<file path="src/alc_range_check.v">
// one setting against its lower bound, upper bound and step of 4
`timescale 1ns/1ps
module alc_range_check #(
  parameter W = 34,
  parameter STEP_BITS = 2
) (
  input wire [W-1:0] value,
  input wire [W-1:0] minVal,
  input wire [W-1:0] maxVal,
  input wire enable,
  output wire bad
);
  // unused settings never flag
  assign bad = enable & ((value < minVal) | (value > maxVal) |
    (value[STEP_BITS-1:0] != {STEP_BITS{1'b0}}));
endmodule // alc_range_check

</file>
<file path="config.mk">
export PLATFORM = sky130hd
export DESIGN_NAME = alc_range_check
export DESIGN_NICKNAME = d
export VERILOG_FILES = /design/src/alc_range_check.v
export SDC_FILE = /design/constraint.sdc
export NUM_CORES = 1
export LEC_CHECK = 0
export BUFFER_PORTS_ARGS = -buffer_cell sky130_fd_sc_hd__buf_2
export CAP_MARGIN = 20
export CORE_UTILIZATION = 46
export DETAILED_ROUTE_END_ITERATION = 8
export PLACE_DENSITY = 0.95
export SLEW_MARGIN = 20
export SYNTH_ARGS = -nofsm -noshare
export SYNTH_HDL_FRONTEND = slang
export SYNTH_SLANG_ARGS = --single-unit
</file>
<file path="constraint.sdc">
create_clock -name vclk -period 2
set_input_delay 0.3 -clock vclk [all_inputs]
set_output_delay 0.3 -clock vclk [all_outputs]
set_load 0.05 [all_outputs]
</file>
# Yosys cells after proc, flatten, opt, wreduce, memory -nomap -nowiden

Cells that the tools add are included.
W data, S select, Z words.

Output and inout bits: 1
Bits in writable memories: 0
Bits in read-only memories: 0
Memories kept: 0
Bits of input ports: 103
Word-level logic and storage cells: 6
Register bits: 0
Latch bits: 0

Muxes and demuxes: 0
Divide/modulo/power cells: 0
Shift-type cells: 0
Bitwise logic cells: 3
Multipliers: 0
Eq/ne operators: 0
Reduce and logical (&&, ||, !) cells: 1
$lt $le $gt $ge: 2
Add/subtract/negate cells: 0

Operators with widths:

| operator           | number |
|---|---|
| $gt A34 B34 Y1     | 1 |
| $lt A34 B34 Y1     | 1 |
| $or A1 B1 Y1       | 2 |
| $reduce_bool A2 Y1 | 1 |
| $and A1 B1 Y1      | 1 |

# Longest topological paths before layout

Gate-level depths: netlist (run 1).

Depth in word-level cells: 4
Depth in mapped cells: 8
Depth with buffers taken out: 8

# Worst setup path before layout (run 1)

Ideal clock, no wire load.

Path kind: input-to-output
Start point: in minVal[27]
End point: out bad
Path slack: -356 ps
Cell stages on the path: 8
Data arrival time: 2056 ps
Path buffers: 0
Path through: inv_1 ha_1 a21o_1 nand3_1 a21oi_1 o41ai_1 o221ai_1 o21ai_1

Cells in the longest elaborated chain, start to end: 4

Ends and longest elaborated chain:

| what                       | RTL line | source |
|---|---|---|
| from (decl)                | 8        | `input wire [W-1:0] minVal,` |
| $lt A34 B34 Y1             | 14       | `assign bad = enable & ((value < minVal) \| (value > maxVal) \|` |
| $or A1 B1 Y1 (2 in series) | 14       |  |
| $and A1 B1 Y1              | 14       |  |
| to (decl)                  | 11       | `output wire bad` |

No other way between the ends.

# Final worst setup path (run 1)

Start point: in value[23]
End point: out bad

Cells in the longest elaborated chain, start to end: 4
Elaborated cells on any way between the ends: 5
Classes of those cells: order compare (2); bitwise (3)

Ends and longest elaborated chain:

| what                                                    | RTL line | source |
|---|---|---|
| from (decl)                                             | 7        | `input wire [W-1:0] value,` |
| $lt A34 B34 Y1 / $gt A34 B34 Y1 (equally long branches) | 14       |  |
| $or A1 B1 Y1 * (2 in series)                            | 14       |  |
| $and A1 B1 Y1 *                                         | 14       |  |

Every way passes the cells marked *; elsewhere a longest branch is shown, timed or not.

==> results summary, run 1 <==
The run finished, with violations left. The checks that failed: setup timing. Sorting the synthesized cells by area gives the leading types as ha_1, inv_1, a21oi_1. Across the whole layout, storage elements account for 0 sq um. The smallest setup slack after layout is -365 ps. In this run the worst path has a maximum fanout of 2.

The cell area after layout is about 2700 sq um. The design has 0 sequential cells. The combinational cell fraction of total power came out at 100.0%. Entering global routing, the biggest net connects 5 pins. The worst setup path endpoint is bad. The leakage power of the design came out at 1.66 nW. The multi-input combinational cells in the finished layout cover a total of approximately 1600 sq um. The routed wire length came out at 5270 um.

Power spread over the standard cell area amounts to 198 nW/um^2. The proportion of netlist area held by the largest area contributor came out at 49.2%. Of the available clock period, the critical path in the final layout requires 118%.

For the pin with the worst max-slew slack, the measured transition is 413 ps. VDD sags by at most 0.118 mV. The standard cell core area came out at between 3000 and 4000 sq um. The max-slew violation count is 0. The floorplan has 21 rows. The Yosys step of the flow raised 0 warnings.

The number of antenna violations at the first check in global routing came to 0. On the final layout, the worst hold slack is 1140 ps. The highest clock rate is 423 MHz.

The critical path in this run is classified as in -> out. The die is 62.9 um tall. The internal power is roughly 0.27 mW. The number of standard cells after synthesis is 242.

For this run the aggregate overflow at the end of global routing stands at 0. The number of nets at the end of the flow is 541. The final critical path time including I/O delays and setup came out at 2370 ps. The synthesized area divided by synthesized cell count is 7.04 sq um. The share of the yosys chip area belonging to registers is 0%. After routing, the total negative slack on setup checks comes to -365 ps. The fraction of power spent switching nets is 48.4%. The DRC marker count from the first detailed-route iteration is 65. The first-pass iteration count of the detailed router came out at 4. The post-route antenna net violation count is 0. The nature of the critical path startpoint is a primary input. The switching power of the nets came out at 0.257 mW. Headroom to the max-slew limit came out at 72.2%. The critical path goes through buf_2 > ha_1 > nand4_1 > buf_4 > nor4_1 > o311a_1 > o31ai_2 > o21ai_4 > buf_8. For this run, the total global-route usage over all layers was measured as 26.1%.

The number of clock buffers in the layout came out at 0. The share of power burned in registers is 0%. The via count of the first global-routing pass came out at 2176.

The worst setup slack after placement is -408 ps. The final-report hold violation count is 0. At the worst endpoint, the arrival time is 2070 ps. For this design, the CTS-stage hold fixing added 0 buffers.

The post-synth net total is between 400 and 500. The routed layout has about 2200 vias. The number of placed I/O pins came out at roughly 100. After legalization and detailed placement, the total HPWL measured around 4400 um.

The worst min-delay path class is in -> out. The post-route DRC violation count is 0. The number of cells after detailed placement came out at 410. The unique cell type count in the Yosys netlist is 23. The final weighted congestion in routability-driven placement came out at 0.868. The via density per instance is 5.26.

The final number of setup-violating endpoints is 1. Summed over all instances, the cell type with the most area after synthesis is ha_1. The cell area that synthesis handed to floorplanning was 1700 sq um. Setup repair after global routing could not meet its margin everywhere. The data required time of the critical path is about 1700 ps. The starting utilization of the core area is 49.5%. The origin of the worst setup path is value[23]. The count of buffers inserted at the top-level ports is 104. In this run the cell area measured after placement is 2450 sq um. The longest individual stage delay on the worst path came out at ~400 ps.

The worst setup path is captured at an output pin. The count of placed standard cells in the final layout, fillers left out is 415. After detailed routing, the average wire length per cell comes to about 13 um. The first global-routing pass estimated 8540 um of wire. The slowest stage of the critical path belongs to the cell nor4_1. The area of the die came out at 3950 sq um.

The overall die width came out at 62.9 um. The clock power share is 0%. The layout cell share with drive strength beyond 1 is between 40% and 50%.

The tool flagged a number of max-cap violations equal to 0. The diode insertion count for antenna repair came out at 0. The number of filler instances in the final layout is around 250.

From synthesis to final layout, the design area changed by 57.6%.
## synthesized netlist by cell type
cell type	instances
o311a_1	1
a21oi_1	25
nor3_1	2
nand4_1	14
a211oi_1	4
nand2_1	13
nor4_2	2
a31oi_1	1
o31ai_1	2
nand3_1	5
a21o_1	9
nor2_1	3
a221oi_1	2
and2_2	1
nand2b_1	2
nor4_1	1
inv_1	71
o21ai_0	10
or3_1	1
o41ai_1	1
ha_1	67
o221ai_1	1
o21ai_1	4
## routing by layer
| layer | vias to the layer above | GRT usage, % | wire length (um) |
|---|---|---|---|
| li1 | 1102 | - | - |
| met1 | 984 | 26.8 | 2080 |
| met2 | 83 | 55.9 | 2840 |
| met3 | 15 | 0.912 | 218 |
| met4 | 0 | 5.23 | 139 |
| met5 | - | 0 | 0 |
## layout make-up
cell class	instances	share of cell area, %
Multi-Input combinational cell	171	59.4
Inverter	71	10.3
Tap cell	46	2.14
Timing Repair Buffer	127	28.2
## critical path, delay by kind of cell
| family | cells | cell delay, ps |
|---|---|---|
| fa+ha+maj | 1 | 300 |
| compound gates | 3 | 430 |
| simple gates | 2 | 560 |
| buf+inv | 3 | 460 |
## layout by cell type (no fill, tap or decap), types with 4 or more instances in the layout
master,count
a211oi_1,4
ha_4,7
o21ai_0,9
nand3_1,5
a21oi_1,24
nand2_1,13
inv_1,67
o21ai_1,4
buf_4,23
ha_1,60
inv_4,4
buf_2,95
a21o_1,9
buf_6,7
nand4_1,14
## what timing repair did
| item | in CTS | in global routing |
|---|---|---|
| pin swaps | 10 | 13 |
| buffers inserted | 3 | 3 |
| gates resized for setup | 21 | 14 |
| endpoints found under the setup margin | 1 | 1 |
## how the worst min path moves through the flow
stage           start  end  slack, ps  cells after the start
3_3_place_gp   enable  bad       1180                      6
2_1_floorplan  enable  bad        910                      4
6_report       enable  bad       1140                      6
5_1_grt        enable  bad       1180                      6
3_5_place_dp   enable  bad       1180                      6
4_1_cts        enable  bad       1130                      6
## power groups by stage
stage          registers (mW)  logic [mW]  clock network [mW]
2_1_floorplan               0       0.252                   0
3_3_place_gp                0       0.439                   0
3_5_place_dp                0       0.466                   0
4_1_cts                     0       0.498                   0
5_1_grt                     0       0.598                   0
6_report                    0       0.531                   0
## cell families after synthesis
group / count (synthesis) / share of synthesized area [%]
AOI/OAI and AO/OA: 60 / 21.1
buffers and inverters: 71 / 15.6
adders and majority gates: 67 / 49.2
and+or+nand+nor: 44 / 14.1
## stage by stage
step / total power, mW / util, %
after floorplan: 0.252 / -
after global placement: 0.439 / 71.3
after detailed placement: 0.466 / 71.3
after CTS: 0.498 / 75.1
after global routing: 0.598 / 78.0
final: 0.531 / 78.0
Note: power is estimated with default switching activity, not from simulation.
==> run 2, diff against run 1 <==
ABC_AREA = 1   (was unset)
CORE_UTILIZATION = 48   (was 46)
PLACE_DENSITY = 0.85   (was 0.95)
==> results summary, run 2 <==
The number of standard cells after synthesis came to 318 (+31%). STA classifies the critical path endpoint as an output pin. The routed wire length is 5540 um (+5.0%). The diode insertion count for antenna repair is 0 (unchanged). The layout sequential cell count is 0 (unchanged). The starting utilization of the core area came out at 51.4% (+1.9 points). The total of max-cap violations came out at 0 (unchanged).

The final period utilization came out at 103% (-15 points). The worst hold slack after final layout is 942 ps (-196 ps). The total power per unit cell area is 208 nW/um^2 (+5.3%). The area of combinational cells with multiple inputs came out at 1990 sq um (+25%). The core occupancy in the finished layout is 81.4% (+3.3 points).

The total negative slack is -68.0 ps (+297 ps). The highest clock rate is 484 MHz (+14%). The smallest setup slack after layout came out at -68.0 ps (+297 ps). The number of nets at the end of the flow is 601 (+11%). The count of placed standard cells in the final layout, fillers left out was 477 (+15%).

The global-route usage over all layers came to 20.8% (-5.3 points). The routed wire length per instance came to 11.6 um (-8.7%). The number of filler instances in the final layout came out at 265 (+8.2%). The data required time of the critical path is 1700 ps (about the same).

The sequential cell area came to 0 sq um (unchanged). The measured slew at the worst slew-check pin came to 256 ps (-158 ps). The DRC marker count from the first detailed-route iteration is 51 (-22%). The via total after detailed routing came to 2313 (+5.9%). The number of antenna violations at the first check in global routing is 0 (unchanged).

The leakage power of the design is 1.83 nW (+10%). The total power consumption of the routed design was 0.634 mW (+19%). The number of clock buffers in the layout came out at 0 (unchanged).

By area the synthesized netlist is led by ha_1, inv_1, nand2_1. The first-pass iteration count of the detailed router is 4 (unchanged). The final reports fail on setup timing. The hold buffer count at cts is 0 (unchanged).

Of all cell types, the one taking the most synthesized area is ha_1. The via count of the first global-routing pass is 2117 (-2.7%). In the synthesized netlist, the cells that appear most often are inv_1, nand2_1, ha_1, a21oi_1, nor2_1.

The synthesized area divided by synthesized cell count is 6.06 sq um (-14%). The longest individual stage delay on the worst path is 310 ps (-90 ps). The worst-case headroom to the max-slew limit was 82.8% (+11 points).

The arrival time reported for the critical path endpoint is 1770 ps (-300 ps). The via density per instance came out at 4.85 (-7.9%). The yosys synthesis warning count was 0 (unchanged). The count of buffers inserted at the top-level ports came out at 104 (unchanged). Leaving out fill and tap cells, the most frequent cells in the layout are buf_2, inv_1, nand2_1. The top fanout value on the critical path came to 2 (unchanged). The proportion of netlist area held by the largest area contributor came to 43.5% (-5.7 points).

The overall die width was 65.3 um (+3.9%). The worst setup path is launched from a primary input. The row count is 22 (+4.8%). The share of the yosys chip area belonging to registers is 0% (unchanged). The critical path in this run is classified as in -> out. The vertical die dimension was 65.3 um (+3.9%). The post-route antenna net violation count came out at 0 (unchanged).

The final-report hold violation count is 0 (unchanged). The number of cells after detailed placement is 476 (+16%). The slowest stage of the critical path is the ha_1 cell. Walking the worst path, the cells encountered are buf_2 > ha_1 > nand2_1 > nor2_1 > nand4_1 > nor2_1 > nor2_2 > a21oi_2 > a21oi_2 > buf_6. The final critical path time including I/O delays and setup came out at 2070 ps (-297 ps).

The synthesized cell area came out at 1930 sq um (+13%). The total half-perimeter wirelength after legalization and detailed placement came out at 4030 um (-9.3%). The amount of wire on met3 after detailed routing is 241 um (+11%). The detailed router used layers up to and including met4. The total grt overflow is 0 (unchanged).

The count of buffer and inverter cells on the critical path is 2 (-1). The final weighted congestion in routability-driven placement came out at 0.760 (-13%). inv_1 is the most common cell in the netlist. The family of cells with the greatest summed delay on the critical path is simple AND/OR/NAND/NOR gates. The standard cell core area came out at 3740 sq um (+8.8%). The unique cell type count in the Yosys netlist was 22 (-4.3%). The area overhead of the layout relative to synthesis is 58.2%. The max-slew violation count is 0 (unchanged). The wire length of the first global-routing pass came out at 7560 um (-11%). The number of placed I/O pins was 104 (unchanged). The post-route DRC violation count came out at 0 (unchanged). The layout cell share with drive strength beyond 1 is 43.6% (+3.2 points). The met1 wire length is 2170 um (+4.4%). The worst min-delay path class is in -> out. The area of the die was 4270 sq um (+8.0%).

The maximum number of pins on one net before global-route repair came out at 4 (-1). The library cell used most frequently in the layout, excluding fill and tap cells, is buf_2. The length of routed met2 wiring came out at 2990 um (+5.5%). The final number of setup-violating endpoints came out at 1 (unchanged). Setup repair after global routing could not meet its margin everywhere.

The maximum vdd drop was 0.119 mV (+0.38%). The post-synth net total came out at 488 (+18%). The flow ran to the end, but the final reports show violations.
[run 2: changes by cell type in the layout (fill, tap and decap cells not counted), sizes merged, moves of 2 or more]
cell | previous run | this run
a21o | 9 | 4
o31ai | 2 | 0
nand2b | 2 | 0
inv | 71 | 90
buf | 127 | 111
nor4 | 3 | 1
nand4 | 14 | 4
nand2 | 13 | 82
a211oi | 4 | 0
nor2 | 3 | 26
a221oi | 2 | 0
o21ai | 14 | 6
[run 2: what timing repair did]
action,in CTS,in global routing
buffers inserted,0,1
resized for setup,11,79
hold endpoints to repair,0,0
endpoints found under the setup margin,1,1
pin swaps,5,34
[run 2: path summary, 6_finish.rpt]
check	start	endpoint	cells after the start	slack [ps]
min	enable	bad	4	940
max	value[28]	bad	10	-70
[run 2: area by class of cell]
cell class	count	area share (%)
well taps	48	1.97
inverters	90	11.1
multi-input cells	228	65.4
repair buffers	111	21.6
[run 2: through the flow]
| stage | setup slack (ps) | cell area (sq um) |
|---|---|---|
| 6_report | -68.0 | 3050 |
| 5_1_grt | -151 | 3050 |
| 4_1_cts | 2.26 | 2620 |
| 3_5_place_dp | -98.5 | 2550 |
| 3_3_place_gp | -93.4 | 2550 |
| 2_1_floorplan | 6.86 | 1930 |
[run 2: cells by family (layout without fill, tap and decap cells)]
logic type / after synthesis / in the layout / share of synthesized area [%]
adders and majority gates: 67 / 67 / 43.5
and+or+nand+nor: 124 / 124 / 28.5
buffers and inverters: 90 / 201 / 17.5
AOI/OAI and AO/OA: 37 / 37 / 10.5
[run 2: report_power, final]
| group | switching [mW] | leakage, nW | internal [mW] |
|---|---|---|---|
| clock | 0 | 0 | 0 |
| sequential | 0 | 0 | 0 |
| combinational | 0.320 | 1.83 | 0.314 |
| total | 0.320 | 1.83 | 0.314 |
[run 2: routing by layer]
layer | GRT usage, % | vias to the layer above
met2 | 45.6 | 75
met1 | 22.3 | 1014
li1 | - | 1212
met4 | 1.09 | 0
met5 | 0 | -
met3 | 0.174 | 12
